File: config.mk
export PLATFORM = sky130hd
export DESIGN_NAME = eeac_access
export DESIGN_NICKNAME = d
export VERILOG_FILES = /design/src/core/eeac_pkg.sv /design/src/core/eeac_cell_array.sv /design/src/core/eeac_access.sv
export SDC_FILE = /design/constraint.sdc
export NUM_CORES = 1
export LEC_CHECK = 0
export ABC_AREA = 0
export BUFFER_PORTS_ARGS = -buffer_cell sky130_fd_sc_hd__buf_2
export CORE_MARGIN = 4
export CORE_UTILIZATION = 57
export DETAILED_ROUTE_END_ITERATION = 16
export PLACE_DENSITY = 0.73
export SYNTH_ARGS = -nofsm -noshare
export SYNTH_HDL_FRONTEND = slang
export SYNTH_SLANG_ARGS = --single-unit
File: constraint.sdc
create_clock -name mclk -period 7 [get_ports mclk]
set_input_delay 1.05 -clock mclk [delete_from_list [all_inputs] [get_ports mclk]]
set_output_delay 1.05 -clock mclk [all_outputs]
set_load 0.005 [all_outputs]
File: src/core/eeac_pkg.sv
package eeac_pkg;
  localparam int EEAC_ADDR_W = 6;
  localparam int EEAC_DEPTH = 64;
  localparam logic [5:0] EEAC_OFS_CONTROL = 6'h1C;
  localparam logic [5:0] EEAC_OFS_DATA = 6'h1D;
  localparam logic [5:0] EEAC_OFS_ADDRESS = 6'h1E;
  localparam int EEAC_BIT_READ = 0;
  localparam int EEAC_BIT_WRITE = 1;
  localparam int EEAC_BIT_ARM = 2;
  localparam int EEAC_BIT_RIE = 3;
  localparam logic [7:0] EEAC_DATA_RESET = 8'h00;
  localparam logic [3:0] EEAC_CTRL_RESET = 4'h0;
  localparam int EEAC_ARM_CYCLES = 4;
  localparam int EEAC_STALL_CYCLES = 2;
  localparam int EEAC_CLK_HZ = 20000000;
  localparam int EEAC_WRITE_US = 4000;
  localparam longint EEAC_WRITE_CYCLES_L = (longint'(EEAC_WRITE_US) * EEAC_CLK_HZ) / 1000000;
  localparam int EEAC_WRITE_CYCLES = int'(EEAC_WRITE_CYCLES_L);
  typedef enum logic [1:0] {
    EEAC_IDLE = 2'b00,
    EEAC_WRITING = 2'b01
  } eeac_wstate_e;
endpackage : eeac_pkg

File: src/core/eeac_cell_array.sv
`timescale 1ns/1ps
`default_nettype none
module eeac_cell_array #(
  parameter int DEPTH = 64,
  parameter int AW = 6
) (
  input wire logic mclk,
  input wire logic wr_en,
  input wire logic [AW-1:0] addr,
  input wire logic [7:0] wr_data,
  output logic [7:0] rd_data
);
  logic [7:0] cells [DEPTH];

  initial begin
    if (DEPTH != (1 << AW)) $error("depth must match address width");
  end

  always_ff @(posedge mclk) begin
    if (wr_en) begin
      cells[addr] <= wr_data;
    end
  end

  assign rd_data = cells[addr];
endmodule : eeac_cell_array
`default_nettype wire

File: src/core/eeac_access.sv
`timescale 1ns/1ps
`default_nettype none
module eeac_access #(
  parameter int WRITE_CYCLES = eeac_pkg::EEAC_WRITE_CYCLES
) (
  input wire logic mclk,
  input wire logic rst_n,
  input wire logic [5:0] io_addr,
  input wire logic io_wr,
  input wire logic io_rd,
  input wire logic [7:0] io_wdata,
  input wire logic global_int_en,
  output logic [7:0] io_rdata,
  output logic cpu_stall,
  output logic ready_irq
);
  import eeac_pkg::*;

  initial begin
    if (WRITE_CYCLES < 1) $error("write time must be at least one cycle");
  end

  logic [EEAC_ADDR_W-1:0] cell_address_reg;
  logic [7:0] cell_data_reg;
  logic ready_int_enable;
  logic master_write_arm;
  logic write_strobe_busy;
  logic read_strobe;
  logic [2:0] arm_cnt_reg;
  logic [1:0] stall_cnt_reg;
  logic [31:0] wtime_reg;
  eeac_wstate_e wstate_reg;
  logic [7:0] cell_rd;
  logic wr_ctrl, wr_data, wr_addr;
  logic start_write, start_read, abort_write, cell_we;

  assign wr_ctrl = io_wr && io_addr == EEAC_OFS_CONTROL;
  assign wr_data = io_wr && io_addr == EEAC_OFS_DATA;
  assign wr_addr = io_wr && io_addr == EEAC_OFS_ADDRESS;
  assign start_write = wr_ctrl && io_wdata[EEAC_BIT_WRITE] && master_write_arm
    && !write_strobe_busy;
  assign start_read = wr_ctrl && io_wdata[EEAC_BIT_READ] && !write_strobe_busy;
  assign abort_write = write_strobe_busy && (wr_data || wr_addr);
  assign cell_we = start_write;

  eeac_cell_array #(
    .DEPTH(EEAC_DEPTH),
    .AW(EEAC_ADDR_W)
  ) u_cells (
    .mclk(mclk),
    .wr_en(cell_we),
    .addr(cell_address_reg),
    .wr_data(cell_data_reg),
    .rd_data(cell_rd)
  );

  // no reset: contents survive reset
  always_ff @(posedge mclk) begin
    if (wr_addr) begin
      cell_address_reg <= io_wdata[EEAC_ADDR_W-1:0];
    end
  end

  always_ff @(posedge mclk or negedge rst_n) begin
    if (!rst_n) begin
      cell_data_reg <= EEAC_DATA_RESET;
    end else if (read_strobe) begin
      cell_data_reg <= cell_rd;
    end else if (wr_data) begin
      cell_data_reg <= io_wdata;
    end
  end

  always_ff @(posedge mclk or negedge rst_n) begin
    if (!rst_n) begin
      ready_int_enable <= EEAC_CTRL_RESET[EEAC_BIT_RIE];
    end else if (wr_ctrl) begin
      ready_int_enable <= io_wdata[EEAC_BIT_RIE];
    end
  end

  always_ff @(posedge mclk or negedge rst_n) begin
    if (!rst_n) begin
      master_write_arm <= EEAC_CTRL_RESET[EEAC_BIT_ARM];
      arm_cnt_reg <= 3'h0;
    end else if (wr_ctrl && io_wdata[EEAC_BIT_ARM]) begin
      master_write_arm <= 1'b1;
      arm_cnt_reg <= 3'(EEAC_ARM_CYCLES - 1);
    end else if (master_write_arm) begin
      if (arm_cnt_reg == 3'h0) begin
        master_write_arm <= 1'b0;
      end else begin
        arm_cnt_reg <= arm_cnt_reg - 3'h1;
      end
    end
  end

  always_ff @(posedge mclk or negedge rst_n) begin
    if (!rst_n) begin
      read_strobe <= EEAC_CTRL_RESET[EEAC_BIT_READ];
    end else begin
      read_strobe <= start_read;
    end
  end

  always_ff @(posedge mclk or negedge rst_n) begin
    if (!rst_n) begin
      wstate_reg <= EEAC_IDLE;
      write_strobe_busy <= EEAC_CTRL_RESET[EEAC_BIT_WRITE];
      wtime_reg <= 32'h0;
    end else begin
      case (wstate_reg)
        EEAC_IDLE: begin
          if (start_write) begin
            wstate_reg <= EEAC_WRITING;
            write_strobe_busy <= 1'b1;
            wtime_reg <= 32'(WRITE_CYCLES - 1);
          end
        end
        EEAC_WRITING: begin
          if (abort_write || wtime_reg == 32'h0) begin
            wstate_reg <= EEAC_IDLE;
            write_strobe_busy <= 1'b0;
          end else begin
            wtime_reg <= wtime_reg - 32'h1;
          end
        end
        default: begin
          wstate_reg <= EEAC_IDLE;
          write_strobe_busy <= 1'b0;
        end
      endcase
    end
  end

  always_ff @(posedge mclk or negedge rst_n) begin
    if (!rst_n) begin
      stall_cnt_reg <= 2'h0;
      cpu_stall <= 1'b0;
    end else if (start_write || start_read) begin
      stall_cnt_reg <= 2'(EEAC_STALL_CYCLES - 1);
      cpu_stall <= 1'b1;
    end else if (stall_cnt_reg != 2'h0) begin
      stall_cnt_reg <= stall_cnt_reg - 2'h1;
    end else begin
      cpu_stall <= 1'b0;
    end
  end

  // level request, dropped early when a write starts or enable clears
  always_ff @(posedge mclk or negedge rst_n) begin
    if (!rst_n) begin
      ready_irq <= 1'b0;
    end else begin
      ready_irq <= ready_int_enable && global_int_en && !write_strobe_busy
        && !start_write && !(wr_ctrl && !io_wdata[EEAC_BIT_RIE]);
    end
  end

  always_ff @(posedge mclk or negedge rst_n) begin
    if (!rst_n) begin
      io_rdata <= 8'h00;
    end else if (io_rd) begin
      case (io_addr)
        EEAC_OFS_CONTROL: io_rdata <= {4'h0, ready_int_enable, master_write_arm,
          write_strobe_busy, read_strobe};
        EEAC_OFS_DATA: io_rdata <= cell_data_reg;
        EEAC_OFS_ADDRESS: io_rdata <= {2'h0, cell_address_reg};
        default: io_rdata <= 8'h00;
      endcase
    end
  end

  // busy length, read only by the write time check
  logic [31:0] busy_len_reg;

  always_ff @(posedge mclk or negedge rst_n) begin
    if (!rst_n) begin
      busy_len_reg <= 32'h0;
    end else if (!write_strobe_busy) begin
      busy_len_reg <= 32'h0;
    end else begin
      busy_len_reg <= busy_len_reg + 32'h1;
    end
  end

  chk_arm_timeout: assert property (@(posedge mclk) disable iff (!rst_n)
    (wr_ctrl && io_wdata[EEAC_BIT_ARM]) ##1 (!wr_ctrl)[*4] |=> !master_write_arm)
    else $error("arm bit did not time out");

  chk_arm_holds: assert property (@(posedge mclk) disable iff (!rst_n)
    (wr_ctrl && io_wdata[EEAC_BIT_ARM]) |=> master_write_arm[*4])
    else $error("arm bit dropped early");

  chk_write_gated: assert property (@(posedge mclk) disable iff (!rst_n)
    $rose(write_strobe_busy) |-> $past(master_write_arm))
    else $error("write started without arm");

  chk_unarmed_ignored: assert property (@(posedge mclk) disable iff (!rst_n)
    (wr_ctrl && io_wdata[EEAC_BIT_WRITE] && !master_write_arm && !write_strobe_busy)
    |=> !write_strobe_busy)
    else $error("write started by unarmed strobe");

  chk_stall_two: assert property (@(posedge mclk) disable iff (!rst_n)
    (start_read || start_write) |=> cpu_stall[*2])
    else $error("stall shorter than two cycles");

  chk_stall_end: assert property (@(posedge mclk) disable iff (!rst_n)
    (start_read || start_write) ##1 (!(start_read || start_write))[*2] |=> !cpu_stall)
    else $error("stall longer than two cycles");

  chk_stall_refused: assert property (@(posedge mclk) disable iff (!rst_n)
    (wr_ctrl && !start_write && !start_read && !cpu_stall) |=> !cpu_stall)
    else $error("stall without accepted strobe");

  chk_read_start: assert property (@(posedge mclk) disable iff (!rst_n)
    start_read |=> read_strobe)
    else $error("read strobe not raised");

  chk_read_clear: assert property (@(posedge mclk) disable iff (!rst_n)
    read_strobe |=> !read_strobe)
    else $error("read strobe not cleared");

  chk_read_data: assert property (@(posedge mclk) disable iff (!rst_n)
    read_strobe |=> cell_data_reg == $past(cell_rd))
    else $error("read data not loaded");

  chk_read_gated: assert property (@(posedge mclk) disable iff (!rst_n)
    (wr_ctrl && io_wdata[EEAC_BIT_READ] && write_strobe_busy) |=> !read_strobe)
    else $error("read accepted while busy");

  chk_data_write: assert property (@(posedge mclk) disable iff (!rst_n)
    (wr_data && !read_strobe) |=> cell_data_reg == $past(io_wdata))
    else $error("data register write lost");

  chk_data_hold: assert property (@(posedge mclk) disable iff (!rst_n)
    (!wr_data && !read_strobe) |=> $stable(cell_data_reg))
    else $error("data register changed unasked");

  chk_abort_write: assert property (@(posedge mclk) disable iff (!rst_n)
    abort_write |=> !write_strobe_busy)
    else $error("write not aborted");

  chk_busy_start: assert property (@(posedge mclk) disable iff (!rst_n)
    start_write |=> write_strobe_busy)
    else $error("busy flag not set by write");

  chk_busy_time: assert property (@(posedge mclk) disable iff (!rst_n)
    $rose(write_strobe_busy) |-> write_strobe_busy[*2] or ##1 $past(abort_write))
    else $error("busy flag too short");

  chk_busy_len: assert property (@(posedge mclk) disable iff (!rst_n)
    $fell(write_strobe_busy)
    |-> busy_len_reg == 32'(WRITE_CYCLES) || $past(abort_write))
    else $error("busy time differs from write time");

  chk_irq_level: assert property (@(posedge mclk) disable iff (!rst_n)
    ready_irq |-> ready_int_enable && !write_strobe_busy)
    else $error("ready request while busy or disabled");

  chk_irq_gie: assert property (@(posedge mclk) disable iff (!rst_n)
    ready_irq |-> $past(global_int_en))
    else $error("ready request without global enable");

  chk_irq_on: assert property (@(posedge mclk) disable iff (!rst_n)
    (ready_int_enable && global_int_en && !write_strobe_busy && !wr_ctrl) |=> ready_irq)
    else $error("ready request missing");

  chk_rie_write: assert property (@(posedge mclk) disable iff (!rst_n)
    wr_ctrl |=> ready_int_enable == $past(io_wdata[EEAC_BIT_RIE]))
    else $error("ready enable not written");

  chk_irq_drop: assert property (@(posedge mclk) disable iff (!rst_n)
    start_write |=> !ready_irq)
    else $error("ready request kept after write start");

  chk_irq_rie: assert property (@(posedge mclk) disable iff (!rst_n)
    (wr_ctrl && !io_wdata[EEAC_BIT_RIE]) |=> !ready_irq)
    else $error("ready request kept after enable cleared");

  chk_ctrl_upper: assert property (@(posedge mclk) disable iff (!rst_n)
    $past(io_rd && io_addr == EEAC_OFS_CONTROL) |-> io_rdata[7:4] == 4'h0)
    else $error("control upper bits not zero");

  chk_ctrl_busy: assert property (@(posedge mclk) disable iff (!rst_n)
    $past(io_rd && io_addr == EEAC_OFS_CONTROL)
    |-> io_rdata[EEAC_BIT_WRITE] == $past(write_strobe_busy))
    else $error("busy bit not shown in control");

  chk_addr_upper: assert property (@(posedge mclk) disable iff (!rst_n)
    $past(io_rd && io_addr == EEAC_OFS_ADDRESS) |-> io_rdata[7:6] == 2'h0)
    else $error("address upper bits not zero");
endmodule : eeac_access
`default_nettype wire

==> metrics.csv <==
metric,value,unit
synth_seq_cells,583,
dieArea,44500,sq um
portBuffers,28,
worstPathRequired,7.22,ns
crit_chain,"buf_2, nand4b_4, or4_4, nor3_2, buf_4, nand4b_1, nor2_1",
die_h,211,um
irDropWorstVdd,0.000275,V
holdBufCountCts,0,
clk_pin_slew,0.06,ns
p_per_area,293,nW/um^2
instances_no_fill,1892,
cts_tree,yes,
antenna_cells,0,
worstSetupPathType,in -> reg,
drv_slew,0,
post-route-min-period,4.00,ns
finalSetupViolCount,0,
nNetsFinal,1339,
cts_buffers,55,
avgViaCountPerCell,6.61,
regToRegSetupSlack,3.39,ns
grt_antenna_before_repair,0,
cp_slowest_stage_delay,1.02,ns
drc,0,
maxCapViolCount,0,
async_reset_ff_frac,0.101,
min_path_type,reg -> reg,
clock_skew,0.0151,ns
grtUsageTotal,0.251,
drt_iter0_drc,1463,
ys.flop_type,edfxtp_1,
holdPathStages,1,
dr_total_vias,12500,
ant_nets,0,
h-tree-depth,2,
fin_ws,3.00,ns
relSlewSlack,0.241,
cp_max_fo,21,
pre_cts_ws,2.52,ns
die_w,211,um
grt_setup_unrepaired,no,
max_freq,250,MHz
syn_avg_cell_area,18.2,sq um
largest_reg_flops,512,
worst_r2r_endpoint,cell_data_reg[4],
cts_sinks,583,
drive_gt1_frac,0.209,
cp-end-kind,flip-flop,
post_cts_resized,0,
slowest_stage,nor2_1,
synthCells,1288,
grt_pass1_wl,82400,um
grt_pass1_vias,12400,
start_util,0.576,
crit_arrival,4.22,ns
core_area,40700,sq um
syn_area,23500,sq um
hold_viol,0,
wl_per_cell,29.0,um
min_period_over_period,0.571,
leakage,0.00852,uW
yosysUniqueCellTypes,64,
worstMarginPinSlew,1.13,ns
seq_area_frac_synth,0.731,
gp_congestion,0.825,
postCtsSetupRepairBufs,0,
cts_root_buffer,clkbuf_16,
grt_max_degree,123,
insertion_delay,0.60,ns
outcome,"complete, no violations",
critPathLaunchType,input pin,
setup_tns,0,ns
route.final.wire_length,55000,um
row_count,74,
area_growth_syn_to_layout,10.1,%
power,7560,uW
hold_end,wtime_reg[8],
hpwl,32200,um
yosys_warnings,0,
dp.cells,1791,
synth_edf_count,518,
io_pins,29,
min_from,wtime_reg[8],
drtPass1Iterations,5,
clk_path_buf_depth,3,
rr_worst_depth,6,
syn_nets,1311,
grt_remaining_overflow,0,
per-stage QoR:
stage	cell area, sq um	hold WS (ns)	util
floorplan	23500	0.446	-
global placement	24100	0.467	0.592
detailed placement	24100	0.484	0.592
CTS	25800	0.494	0.634
global route	25800	0.516	0.634
finish	25800	0.496	0.634
how the worst max path moves through the flow:
| stage | start | endpoint | depth (start not counted) |
|---|---|---|---|
| 6_report | io_addr[5] | u_cells.cells[11][1] | 7 |
| 5_1_grt | io_addr[5] | u_cells.cells[11][1] | 7 |
| 4_1_cts | io_addr[5] | u_cells.cells[11][1] | 7 |
| 3_5_place_dp | io_addr[5] | u_cells.cells[38][1] | 7 |
| 3_3_place_gp | io_addr[5] | u_cells.cells[54][0] | 7 |
| 2_1_floorplan | io_addr[0] | u_cells.cells[10][0] | 6 |
area by class of cell:
class / instances / area, sq um
Clock buffer: 70 / 1440
Clock inverter: 31 / 298
Fill cell: 2787 / 14900
Inverter: 25 / 93.8
Multi-Input combinational cell: 612 / 5910
Sequential cell: 583 / 17200
Tap cell: 532 / 666
Timing Repair Buffer: 39 / 235
cells in the mapped netlist, types with 5 or more instances:
cell type / instances / area [sq um]
or3_1: 10 / 62.6
nand3_1: 20 / 100
dfrtp_1: 59 / 1480
o21ai_0: 28 / 140
and2_1: 5 / 31.3
buf_2: 25 / 125
o31ai_1: 5 / 37.5
inv_1: 25 / 93.8
a211oi_1: 14 / 105
a21oi_1: 21 / 105
nand2b_1: 6 / 37.5
nor4_1: 8 / 50.1
a2111oi_0: 5 / 43.8
nand2_1: 50 / 188
nor2b_1: 9 / 56.3
and3_1: 6 / 37.5
buf_1: 8 / 30.0
o311ai_0: 5 / 43.8
mux2i_1: 51 / 510
clkbuf_1: 27 / 101
nor3_1: 28 / 140
dfxtp_1: 6 / 120
or4_1: 7 / 52.6
nor2_1: 94 / 353
mux4_2: 119 / 2680
o22ai_1: 20 / 125
a22oi_1: 9 / 67.6
a221oi_1: 5 / 43.8
edfxtp_1: 518 / 15600
nand3b_1: 8 / 60.1
mux2_2: 25 / 282
critical path: cells and delay by family:
| kind | cells | cell delay, ns |
|---|---|---|
| and+or+nand+nor | 5 | 2.78 |
| buffers and inverters | 2 | 0.39 |
metal layers:
metal | part of all wire | global-route usage
met1 | 0.40 | 0.379
met2 | 0.47 | 0.381
met3 | 0.11 | 0.0645
met4 | 0.024 | 0.0572
met5 | 0 | 0
cells in the final DEF, fill, tap and decap left out, types with 5 or more instances in the layout:
master	instances
nand3b_1	8
or4_1	7
dfrtp_4	8
buf_4	10
a211oi_1	14
and2_1	5
nand2b_1	6
a221oi_1	5
nor4_1	8
o21ai_0	28
or3_1	10
nand3_1	20
nor2b_1	9
a22oi_1	9
clkinv_2	8
nor3_1	27
and3_1	6
o22ai_1	20
mux2_2	25
o31ai_1	5
inv_1	25
clkinv_1	12
clkbuf_1	14
buf_2	28
edfxtp_1	518
clkbuf_16	55
bufinv_16	5
nand2_1	50
o311ai_0	5
a2111oi_0	5
a21oi_1	21
mux2i_1	51
dfrtp_1	51
mux4_2	119
nor2_1	94
power breakdown:
part | switching [uW] | total [uW] | internal (uW)
registers | 288 | 4300 | 4010
clock network | 1250 | 2890 | 1640
logic | 232 | 367 | 135
total | 1770 | 7560 | 5790
logic make-up (layout without fill, tap and decap cells):
family | Yosys count | after routing | synth area share
compound gates | 130 | 130 | 0.0379
xor+xnor | 4 | 4 | 0.00149
fa+ha+maj | 4 | 4 | 0.00213
buf+inv | 93 | 165 | 0.0179
flops | 583 | 583 | 0.731
mux | 195 | 195 | 0.148
simple gates | 279 | 279 | 0.0622
No activity file was read; power rests on OpenSTA's default activity.
